File: src/docnd_pkg.sv
// constants of the digital output conditioning block
// How it works
// - a set bit in the polarity flip mask inverts the sense of the matching output when that output is not overridden.
// - a set bit in the override select mask drives that output from the override level mask.
// - for an overridden output a 0 level bit gives a low pin and a 1 gives a high pin.
// - the applied pin pattern entry always holds the exact bits driven on the outputs.
// - a routing table picks a source for each of five outputs from the output command object.
// - bits 0 to 15 of each entry serve the special functions, bits 16 to 31 the output levels.
package docnd_pkg;

  localparam int unsigned DATA_W = 32;

  // subindices of the output conditioning object
  localparam logic [7:0] COND_SUB_COUNT    = 8'h00;
  localparam logic [7:0] COND_SUB_UNUSED   = 8'h01;
  localparam logic [7:0] COND_SUB_POLFLIP  = 8'h02;
  localparam logic [7:0] COND_SUB_OVRSEL   = 8'h03;
  localparam logic [7:0] COND_SUB_OVRLVL   = 8'h04;
  localparam logic [7:0] COND_SUB_APPLIED  = 8'h05;
  localparam logic [7:0] COND_SUB_SPARE_A  = 8'h06;
  localparam logic [7:0] COND_SUB_SPARE_B  = 8'h07;
  localparam logic [7:0] COND_SUB_ROUTE_EN = 8'h08;

  // subindices of the output source mapping object
  localparam logic [7:0] ROUTE_SUB_COUNT = 8'h00;
  localparam logic [7:0] ROUTE_SUB_FIRST = 8'h01;

  // values after reset
  localparam logic [7:0]  COND_ENTRY_COUNT  = 8'h08;
  localparam logic [7:0]  ROUTE_ENTRY_COUNT = 8'h05;
  localparam logic [31:0] MASK_RESET        = 32'h0000_0000;
  localparam logic [15:0] SRC_SEL_RESET     = 16'h1080;

  // field layout of a conditioning entry
  localparam int unsigned SPECIAL_LSB = 0;
  localparam int unsigned SPECIAL_MSB = 15;
  localparam int unsigned LEVEL_LSB   = 16;
  localparam int unsigned LEVEL_MSB   = 31;

  // routing: count, and source select word layout
  localparam int unsigned ROUTE_COUNT   = 5;
  localparam int unsigned SRC_INV_BIT   = 7;
  localparam int unsigned SRC_IDX_MSB   = 6;
  localparam int unsigned ROUTE_EN_BIT  = 0;

endpackage : docnd_pkg

File: src/docnd_cond_bit.sv
// one output bit: inversion then override
`timescale 1ns/1ps
`default_nettype none
module docnd_cond_bit (
  input  wire logic srcBit,
  input  wire logic invBit,
  input  wire logic ovrSelBit,
  input  wire logic ovrLvlBit,
  output logic      pinBit
);
  always_comb begin
    // override wins over the inverted source
    pinBit = ovrSelBit ? ovrLvlBit : (srcBit ^ invBit);
  end
endmodule : docnd_cond_bit
`default_nettype wire

File: src/docnd_route_sel.sv
// one routed output: picks a bit of the output command object
`timescale 1ns/1ps
`default_nettype none
module docnd_route_sel (
  input  wire logic [15:0]                 srcSel,
  input  wire logic [docnd_pkg::DATA_W-1:0] cmdWord,
  output logic                             routedBit
);
  import docnd_pkg::*;

  logic [SRC_IDX_MSB:0] idx;
  logic                 raw;

  always_comb begin
    idx = srcSel[SRC_IDX_MSB:0];
    raw = 1'b0;
    // index 0 is constant 0, 1..32 name command bits 0..31, larger ones read as 0
    if (idx != '0 && idx <= 7'(DATA_W)) begin
      raw = cmdWord[5'(idx - 7'd1)];
    end
    routedBit = raw ^ srcSel[SRC_INV_BIT];
  end
endmodule : docnd_route_sel
`default_nettype wire

File: src/docnd_top.sv
// digital output conditioning: entry access, routing and pin drive
`timescale 1ns/1ps
`default_nettype none
module docnd_top #(
  parameter int unsigned NUM_ROUTES = docnd_pkg::ROUTE_COUNT
) (
  input  wire logic                         clk,
  input  wire logic                         nrst,
  input  wire logic                         objWr,
  input  wire logic                         objRd,
  input  wire logic                         objMap,
  input  wire logic [7:0]                   objSub,
  input  wire logic [docnd_pkg::DATA_W-1:0] objWdata,
  input  wire logic [docnd_pkg::DATA_W-1:0] outCmd,
  output logic      [docnd_pkg::DATA_W-1:0] rdData_q,
  output logic                              ack_q,
  output logic                              err_q,
  output logic      [docnd_pkg::DATA_W-1:0] digOut_q
);
  import docnd_pkg::*;

  // routed outputs sit in the level half of the word
  if (NUM_ROUTES < 1 || NUM_ROUTES > (LEVEL_MSB - LEVEL_LSB + 1)) begin : g_chk
    $error("docnd_top: NUM_ROUTES out of range");
  end

  // conditioning entries
  logic [DATA_W-1:0] unusedMask_q;
  logic [DATA_W-1:0] unusedMask_d;
  logic [DATA_W-1:0] polFlip_q;
  logic [DATA_W-1:0] polFlip_d;
  logic [DATA_W-1:0] ovrSel_q;
  logic [DATA_W-1:0] ovrSel_d;
  logic [DATA_W-1:0] ovrLvl_q;
  logic [DATA_W-1:0] ovrLvl_d;
  logic [DATA_W-1:0] routeEn_q;
  logic [DATA_W-1:0] routeEn_d;

  // routing table
  logic [15:0] srcSel_q [NUM_ROUTES];
  logic [15:0] srcSel_d [NUM_ROUTES];

  // access answer
  logic [DATA_W-1:0] rdData_d;
  logic              ack_d;
  logic              err_d;

  // output path
  logic [DATA_W-1:0] srcVec;
  logic [DATA_W-1:0] pinVec;
  logic [NUM_ROUTES-1:0] routedBits;
  logic [DATA_W-1:0] digOut_d;

  // decode
  logic condHit;
  logic routeHit;
  logic [7:0] routeIdx;
  logic       routeValid;

  always_comb begin
    condHit    = ~objMap;
    routeHit   = objMap;
    routeIdx   = objSub - ROUTE_SUB_FIRST;
    routeValid = routeHit && (objSub >= ROUTE_SUB_FIRST)
                 && (objSub <= 8'(NUM_ROUTES));
  end

  // entry write path
  always_comb begin
    unusedMask_d = unusedMask_q;
    polFlip_d    = polFlip_q;
    ovrSel_d     = ovrSel_q;
    ovrLvl_d     = ovrLvl_q;
    routeEn_d    = routeEn_q;
    for (int i = 0; i < NUM_ROUTES; i++) begin
      srcSel_d[i] = srcSel_q[i];
    end
    if (objWr && condHit) begin
      unique case (objSub)
        COND_SUB_UNUSED:   unusedMask_d = objWdata;
        COND_SUB_POLFLIP:  polFlip_d    = objWdata;
        COND_SUB_OVRSEL:   ovrSel_d     = objWdata;
        COND_SUB_OVRLVL:   ovrLvl_d     = objWdata;
        COND_SUB_ROUTE_EN: routeEn_d    = objWdata;
        default: begin
        end
      endcase
    end
    if (objWr && routeValid) begin
      for (int i = 0; i < NUM_ROUTES; i++) begin
        if (routeIdx == 8'(i)) begin
          srcSel_d[i] = objWdata[15:0];
        end
      end
    end
  end

  always_ff @(posedge clk or negedge nrst) begin
    if (!nrst) begin
      unusedMask_q <= MASK_RESET;
      polFlip_q    <= MASK_RESET;
      ovrSel_q     <= MASK_RESET;
      ovrLvl_q     <= MASK_RESET;
      routeEn_q    <= MASK_RESET;
      for (int i = 0; i < NUM_ROUTES; i++) begin
        srcSel_q[i] <= SRC_SEL_RESET;
      end
    end else begin
      unusedMask_q <= unusedMask_d;
      polFlip_q    <= polFlip_d;
      ovrSel_q     <= ovrSel_d;
      ovrLvl_q     <= ovrLvl_d;
      routeEn_q    <= routeEn_d;
      for (int i = 0; i < NUM_ROUTES; i++) begin
        srcSel_q[i] <= srcSel_d[i];
      end
    end
  end

  // read path and refusal: counts are read only, spares read zero and drop writes
  always_comb begin
    rdData_d = rdData_q;
    ack_d    = objRd | objWr;
    err_d    = 1'b0;
    if (objRd) begin
      rdData_d = '0;
    end
    if (condHit) begin
      unique case (objSub)
        COND_SUB_COUNT: begin
          if (objRd) rdData_d = {24'h00_0000, COND_ENTRY_COUNT};
          err_d = objWr;
        end
        COND_SUB_UNUSED: begin
          if (objRd) rdData_d = unusedMask_q;
        end
        COND_SUB_POLFLIP: begin
          if (objRd) rdData_d = polFlip_q;
        end
        COND_SUB_OVRSEL: begin
          if (objRd) rdData_d = ovrSel_q;
        end
        COND_SUB_OVRLVL: begin
          if (objRd) rdData_d = ovrLvl_q;
        end
        COND_SUB_APPLIED: begin
          // the pattern is what the pins show, so a write cannot hold
          if (objRd) rdData_d = digOut_q;
        end
        COND_SUB_SPARE_A, COND_SUB_SPARE_B: begin
        end
        COND_SUB_ROUTE_EN: begin
          if (objRd) rdData_d = routeEn_q;
        end
        default: begin
          err_d = objRd | objWr;
        end
      endcase
    end else if (objSub == ROUTE_SUB_COUNT) begin
      if (objRd) rdData_d = {24'h00_0000, 8'(NUM_ROUTES)};
      err_d = objWr;
    end else if (routeValid) begin
      if (objRd) begin
        for (int i = 0; i < NUM_ROUTES; i++) begin
          if (routeIdx == 8'(i)) begin
            rdData_d = {16'h0000, srcSel_q[i]};
          end
        end
      end
    end else begin
      err_d = objRd | objWr;
    end
  end

  always_ff @(posedge clk or negedge nrst) begin
    if (!nrst) begin
      rdData_q <= MASK_RESET;
      ack_q    <= 1'b0;
      err_q    <= 1'b0;
    end else begin
      rdData_q <= rdData_d;
      ack_q    <= ack_d;
      err_q    <= err_d;
    end
  end

  // routed sources
  for (genvar r = 0; r < NUM_ROUTES; r++) begin : g_route
    docnd_route_sel u_route (
      .srcSel    (srcSel_q[r]),
      .cmdWord   (outCmd),
      .routedBit (routedBits[r])
    );
  end

  // direct command bits unless routing is on for the first level outputs
  always_comb begin
    srcVec = outCmd;
    if (routeEn_q[ROUTE_EN_BIT]) begin
      for (int r = 0; r < NUM_ROUTES; r++) begin
        srcVec[LEVEL_LSB + r] = routedBits[r];
      end
    end
  end

  for (genvar b = 0; b < DATA_W; b++) begin : g_bit
    docnd_cond_bit u_bit (
      .srcBit    (srcVec[b]),
      .invBit    (polFlip_q[b]),
      .ovrSelBit (ovrSel_q[b]),
      .ovrLvlBit (ovrLvl_q[b]),
      .pinBit    (pinVec[b])
    );
  end

  // one register stage: pins and the applied pattern are the same flops
  always_comb begin
    digOut_d = pinVec;
  end

  always_ff @(posedge clk or negedge nrst) begin
    if (!nrst) begin
      digOut_q <= MASK_RESET;
    end else begin
      digOut_q <= digOut_d;
    end
  end

endmodule : docnd_top
`default_nettype wire

File: config.mk
export PLATFORM = sky130hd
export DESIGN_NAME = docnd_top
export DESIGN_NICKNAME = d
export VERILOG_FILES = /design/src/docnd_pkg.sv /design/src/docnd_cond_bit.sv /design/src/docnd_route_sel.sv /design/src/docnd_top.sv
export SDC_FILE = /design/constraint.sdc
export NUM_CORES = 1
export LEC_CHECK = 0
export ABC_AREA = 1
export BUFFER_PORTS_ARGS = -buffer_cell sky130_fd_sc_hd__buf_4
export CELL_PAD_IN_SITES_DETAIL_PLACEMENT = 2
export CELL_PAD_IN_SITES_GLOBAL_PLACEMENT = 2
export CORE_AREA = 2 2 221 223
export DETAILED_ROUTE_END_ITERATION = 16
export DIE_AREA = 0 0 223 225
export PLACE_DENSITY_LB_ADDON = 0.05
export SLEW_MARGIN = 20
export SYNTH_ARGS = -nofsm -noshare
export SYNTH_HDL_FRONTEND = slang
export SYNTH_SLANG_ARGS = --single-unit
export TNS_END_PERCENT = 30
File: constraint.sdc
create_clock -name clk -period 3.1 [get_ports clk]
set_input_delay 0 -clock clk [delete_from_list [all_inputs] [get_ports clk]]
set_output_delay 0 -clock clk [all_outputs]
set_load 0.05 [all_outputs]
==> flow_metrics.tcl, run 1 <==
set metrics [dict create \
    cts_hold_buffers 64 \
    finalHoldViolations 0 \
    drt-vias-per-instance 5.55 \
    via_count 16700 \
    layout.nets 2445 \
    finalWeightedCongestion 0.825 \
    postRouteAntennaNets 0 \
    post_cts.repair.setup_buffers 0 \
    clock_skew_ns 0.0278 \
    number_of_nets_produced_by_synthesis 2263 \
    postSynthRegisterBits 306 \
    yosysMostFrequentCell "nand2_1" \
    max_slew_margin_pct 47.2 \
    yosysWarningCount 0 \
    grt_start_max_net_pins 84 \
    initial_utilization_pct 34.7 \
    finalSetupViolations 0 \
    first_pass_grt_wire_length_um 114000 \
    run_status "completed" \
    cts_tree "built" \
    residual_overflow_from_global_routing 0 \
    holdWs_ns 0.0299 \
    layout-drive-gt1-share_pct 13.0 \
    dp_cells 2873 \
    dpl-instance-area_sq_um 18200 \
    numClockSinks 306 \
    period_needed_ns 2.47 \
    worst_slew_pin_slew_ns 0.792 \
    vdd.ir_drop.worst_mv 0.325 \
    final_core_util_pct 42.4 \
    ctsRootBufferMaster "clkbuf_16" \
    grt_setup_unrepaired "false" \
    synth_cells 2181 \
    fp.dieH_um 225 \
    power_density_nw_per_um2 489 \
    worstPathMaxFanout 18 \
    timing_worst_setup_path_type "reg2reg" \
    die_ar_sq_um 50200 \
    layout-area-overhead-vs-synth_pct 22.2 \
    maxcap_violations 0 \
    report.final.slew_viol_count 0 \
    crit_path_start_kind "flop" \
    synthDominantAreaCellType "dfrtp_1" \
    netlist_top_cells_area "dfrtp_1 45%, nand2_1 17%, o21ai_0 7.0%" \
    postSynthAreaPerCell_sq_um 7.56 \
    crit_slowest_cell "ha_1" \
    firstDrtPassIters 6 \
    clk_pin_slew_ns 0.06 \
    synth_edf_count 0 \
    seq_area_frac_synth_pct 46.5 \
    endpoint_kind "flop" \
    clock_tree.buffer_depth 3 \
    power_leakage_nw 9.59 \
    asyncSetResetFlopFracSynth_pct 100 \
    critPathMaxStageDelay_ns 0.49 \
    die_w_um 223 \
    cts_made_buffers 39 \
    timing.setup.tns_ns 0 \
    postSynth.topFlopCell "dfrtp_1" \
    wl_per_cell_um 24.7 \
    hold_path_class "in2reg" \
    synthTopCellsByCount "765 x nand2_1, 296 x dfrtp_1, 231 x o21ai_0" \
    worstPathCellList "clkinv_1 > buf_4 > ha_1 > inv_1 > nand3_1 > nand3_1 > nand3_1 > nand2_1 > nand2_1 > nand3_1 > nand2_1 > nand2_1 > nand2_1 > nand3_1 > nand3_1 > nand2_1" \
    gr-usage-all-layers_pct 30.0 \
    place.port_buffers 142 \
    detail_route.drc_violations 0 \
    detail_route.iter0.violations 953 \
    cts.repair.resized 0 \
    htreeDepth 2 \
    stdcell_count 3009 \
    clock_latency_ns 0.58 \
    synth_largest_type_area_fraction_pct 44.9 \
    synth_cell_type_count 49 \
    worst_endpoint_required_time_ns 3.55 \
    achievable-frequency_mhz 405 \
    syn-cell-area_sq_um 16500 \
    dp_wirelength_um 51200 \
    area_of_the_core_sq_um 47500 \
    io-pin-count 143 \
    routed_wl_um 74200 \
    initial_antenna_violation_count 3 \
    fin_crit_sh_pct 79.7 \
    crit_arrival_ns 2.92 \
    grt_pass1_vias 18300 \
    floorplan.rows 80 \
    final_area_sq_um 20100 \
]
where the power goes:
part / internal (mW) / switching, mW
clock: 2.83 / 1.94
combinational: 0.293 / 0.625
sequential: 4.09 / 0.0837
final timing paths:
check	startpoint	cells past startpoint	end	slack [ns]
setup reg to reg	srcSel_q[16]$_DFFE_PN0P_	16	digOut_q[19]$_DFF_PN0_	0.63
hold reg to reg	unusedMask_q[3]$_DFFE_PN0P_	2	unusedMask_q[3]$_DFFE_PN0P_	0.49
min in group asynchronous	nrst	2	srcSel_q[44]$_DFFE_PN1P_	0.08
hold / removal	objWdata[0]	3	srcSel_q[0]$_DFFE_PN0P_	0.03
setup / recovery	srcSel_q[16]$_DFFE_PN0P_	16	digOut_q[19]$_DFF_PN0_	0.63
max in group asynchronous	nrst	3	polFlip_q[4]$_DFFE_PN0P_	2.41
through the flow:
stage | power [mW] | worst slack, ns
after global routing | 10.2 | 0.368
final | 9.86 | 0.629
after floorplan | 4.60 | 0.745
after CTS | 9.96 | 0.632
after detailed placement | 5.08 | 0.519
after global placement | 5.06 | 0.569
worst max-delay path: cells and delay by family, from the launching register on:
family	cells	cell delay [ns]
simple gates	12	1.01
buf+inv	3	0.49
fa+ha+maj	1	0.49
flops	1	0.35
routing by layer:
| layer | routed length, um | GRT usage, % | vias up |
|---|---|---|---|
| met3 | 2730 | 2.93 | 85 |
| li1 | - | - | 7570 |
| met5 | 0 | 0 | - |
| met2 | 35700 | 51.2 | 346 |
| met4 | 1590 | 7.60 | 0 |
| met1 | 34200 | 40.9 | 8685 |
cell usage in the layout, fill, tap and decap left out, types with 10 or more instances in the layout:
| master | instances |
|---|---|
| a21oi_1 | 92 |
| inv_1 | 126 |
| dfstp_2 | 10 |
| dfrtp_1 | 296 |
| xnor2_1 | 29 |
| nand2_2 | 12 |
| clkbuf_1 | 10 |
| buf_4 | 175 |
| a22o_1 | 32 |
| o211ai_1 | 11 |
| inv_2 | 12 |
| o21ai_1 | 74 |
| dlygate4sd3_1 | 63 |
| o21ai_0 | 231 |
| nand4_1 | 16 |
| nor3_1 | 12 |
| clkbuf_16 | 39 |
| clkbuf_8 | 10 |
| nand2_1 | 763 |
| nor2_1 | 69 |
| nand3_1 | 200 |
cell families (layout without fill, tap and decap cells):
logic type	after synthesis	in the layout	synth area share, %
simple gates	1106	1106	28.5
flops	306	306	46.5
other cells	0	2	0
compound gates	482	482	16.2
buf+inv	251	462	6.68
fa+ha+maj	5	5	0.379
xor+xnor	31	31	1.65
final cells by class:
| cell class | count | area (sq um) |
|---|---|---|
| diodes | 2 | 5.00 |
| clock inverters | 11 | 176 |
| fillers | 5439 | 27400 |
| inverters | 146 | 551 |
| flip-flops and latches | 306 | 7670 |
| repair buffers | 246 | 2110 |
| multi-input cells | 1624 | 7720 |
| clock buffers | 59 | 1150 |
| well taps | 615 | 769 |
Power figures use the tool's default switching activity.
==> run 2: changes to the inputs <==
Settings changed: ABC_AREA 1 to 0, CORE_AREA 2 2 221 223 to 2 2 218 220, DIE_AREA 0 0 223 225 to 0 0 220 222.
Clock period 3.1 ns to 2.1 ns, I/O delays scaled along.
==> run 2 against run 1 <==
Net effect:
- the flow now finishes with violations (hold timing, setup timing)
- clock-buffer cell count rose by 1
- area after synthesis increased by 2.8%
- critical path depth decreased by 5
- fmax about the same
- critical path type unchanged
==> flow_metrics.tcl, run 2 <==
set metrics [dict create \
    period_needed_ns 2.47 \
    initial_utilization_pct 36.6 \
    holdWs_ns -0.00263 \
    finalWeightedCongestion 0.883 \
    dp_wirelength_um 48400 \
    layout-area-overhead-vs-synth_pct 32.6 \
    clock_tree.buffer_depth 3 \
    numClockSinks 306 \
    initial_antenna_violation_count 1 \
    synthTopCellsByCount "296 x dfrtp_1, 226 x mux2_2, 92 x nand2_1" \
    stdcell_count 2435 \
    postSynthAreaPerCell_sq_um 11.6 \
    grt_setup_unrepaired "true" \
    die_ar_sq_um 48800 \
    area_of_the_core_sq_um 46300 \
    regToRegSetupSlack_ns -0.37 \
    ctsRootBufferMaster "clkbuf_16" \
    failed_checks "hold timing, setup timing" \
    r2r_start "srcSel_q[48]$_DFFE_PN0P_" \
    synthDominantAreaCellType "dfrtp_1" \
    crit_path_start "srcSel_q[48]$_DFFE_PN0P_" \
    drt-vias-per-instance 5.79 \
    firstDrtPassIters 5 \
    netlist_top_cells_area "dfrtp_1 44%, mux2_2 15%, mux4_2 5.3%" \
    met2_global_route_usage_pct 49.5 \
    power_density_nw_per_um2 639 \
    report.final.slew_viol_count 0 \
    maxcap_violations 0 \
    mostFrequentLayoutCells "322 x buf_4, 291 x dfrtp_1, 222 x mux2_2" \
    grt_start_max_net_pins 57 \
    antenna_cells_inserted 0 \
    worst_slack_ns -0.370 \
    power_leakage_nw 10.0 \
    yosysMostFrequentCell "dfrtp_1" \
    final_core_util_pct 48.6 \
    finalHoldViolations 4 \
    worstPathMaxFanout 6 \
    worst_endpoint_required_time_ns 2.59 \
    run_status "finished, violations left" \
    floorplan.rows 79 \
    yosysWarningCount 0 \
    layout-drive-gt1-share_pct 45.2 \
    critPathMaxStageDelay_ns 0.45 \
    post_placement_worst_setup_slack_ns -0.366 \
    max_slew_margin_pct 62.4 \
    top_usage_layer "met2" \
    wl_per_cell_um 28.2 \
    cts_made_buffers 38 \
    crit_arrival_ns 2.96 \
    postRouteAntennaNets 0 \
    seq_area_frac_synth_pct 45.3 \
    synth_cells 1457 \
    crit_path_frequent_cell "buf_4" \
    die_w_um 220 \
    worstPathCellList "inv_4 > ha_4 > buf_4 > buf_4 > mux4_2 > o21ai_0 > a21oi_1 > a221oi_1 > o311ai_1 > mux2_4 > nand3_2" \
    timing_worst_setup_path_type "reg2reg" \
    clk_pin_slew_ns 0.06 \
    routed_wl_um 68800 \
    asyncSetResetFlopFracSynth_pct 100 \
    mostFrequentLayoutCell "buf_4" \
    cts_tree "built" \
    synth_largest_type_area_fraction_pct 43.7 \
    residual_overflow_from_global_routing 0 \
    gr-usage-all-layers_pct 28.6 \
    clock_latency_ns 0.55 \
    crit_slowest_cell "dfrtp_2" \
    fin_crit_sh_pct 118 \
    dp_cells 2294 \
    detail_route.drc_violations 0 \
    io-pin-count 143 \
    path_buf_inv 3 \
    achievable-frequency_mhz 405 \
    crit_path_start_kind "flop" \
    postSynth.topFlopCell "dfrtp_1" \
    synth_cell_type_count 74 \
    detail_route.iter0.violations 867 \
    gr_met1_demand_resource_pct 37.4 \
    grt_pass1_vias 15800 \
    grt_use_met3_pct 3.55 \
    syn-cell-area_sq_um 16900 \
    hold_path_class "in2async" \
    postSynthRegisterBits 306 \
    vdd.ir_drop.worst_mv 0.644 \
    fp.dieH_um 222 \
    via_count 14100 \
    htreeDepth 2 \
    first_pass_grt_wire_length_um 104000 \
    clock_skew_ns 0.0124 \
    critPathTopFamily "compound AO/OA/AOI/OAI gates" \
    place.port_buffers 142 \
    layout.nets 1882 \
    finalSetupViolations 5 \
    synth_edf_count 0 \
    worst_slew_pin_slew_ns 0.559 \
    number_of_nets_produced_by_synthesis 1539 \
    endpoint_kind "flop" \
]
-- run 2: path summary, 6_finish.rpt --
kind	to	cells past startpoint
max	digOut_q[17]$_DFF_PN0_	11
min	unusedMask_q[23]$_DFFE_PN0P_	2
max reg2reg	digOut_q[17]$_DFF_PN0_	11
min reg2reg	flop	1
max in group asynchronous	async pin	3
min in group clk	err_q$_DFF_PN0_	5
-- run 2: where the power goes --
part	switching (mW)	leakage, nW	total (mW)	internal, mW
registers	0.122	4.10	6.16	6.04
clock network	2.68	0.604	6.57	3.90
logic	0.990	5.32	1.62	0.631
total	3.79	10.0	14.4	10.6
-- run 2: through the flow --
step	instance area (sq um)	power, mW	hold slack (ns)	TNS [ns]
final	22500	14.4	-0.00263	-1.62
after global placement	20300	7.74	-0.00608	-36.26
after CTS	22400	14.5	0.00341	-1.48
after global routing	22500	14.9	0.0214	-2.17
after floorplan	17300	6.94	-0.296	-2.34
after detailed placement	20300	7.78	-0.00429	-41.17
-- run 2: cells by family after synthesis --
| kind of cell | Yosys count | synth area share, % |
|---|---|---|
| XOR/XNOR | 38 | 1.96 |
| AND/OR/NAND/NOR | 275 | 8.54 |
| AO/OA/AOI/OAI | 348 | 14.0 |
| buffers and inverters | 146 | 4.05 |
| multiplexers | 339 | 25.8 |
| adder cells (fa/ha/maj) | 5 | 0.369 |
| flip-flops | 306 | 45.3 |
-- run 2: repair_timing --
item,CTS,global route
endpoints found under the setup margin,5,5
pin swaps,8,6
hold buffers,68,0
endpoints found under the hold margin,513,0
gates resized for setup,29,12
buffers inserted,4,4
-- run 2: final cells by class --
| class | instances | area, sq um |
|---|---|---|
| tap | 607 | 759 |
| multi-input combinational | 1005 | 9070 |
| inverter | 32 | 128 |
| clock buffer | 60 | 1150 |
| sequential | 306 | 7680 |
| fill | 4616 | 23800 |
| timing repair buffer | 417 | 3610 |
| clock inverter | 8 | 75.1 |
-- run 2: layer usage --
layer	up-vias	wire length (um)
li1	6166	-
met1	7528	29700
met2	298	35000
met3	108	2160
met4	0	1900
met5	-	0
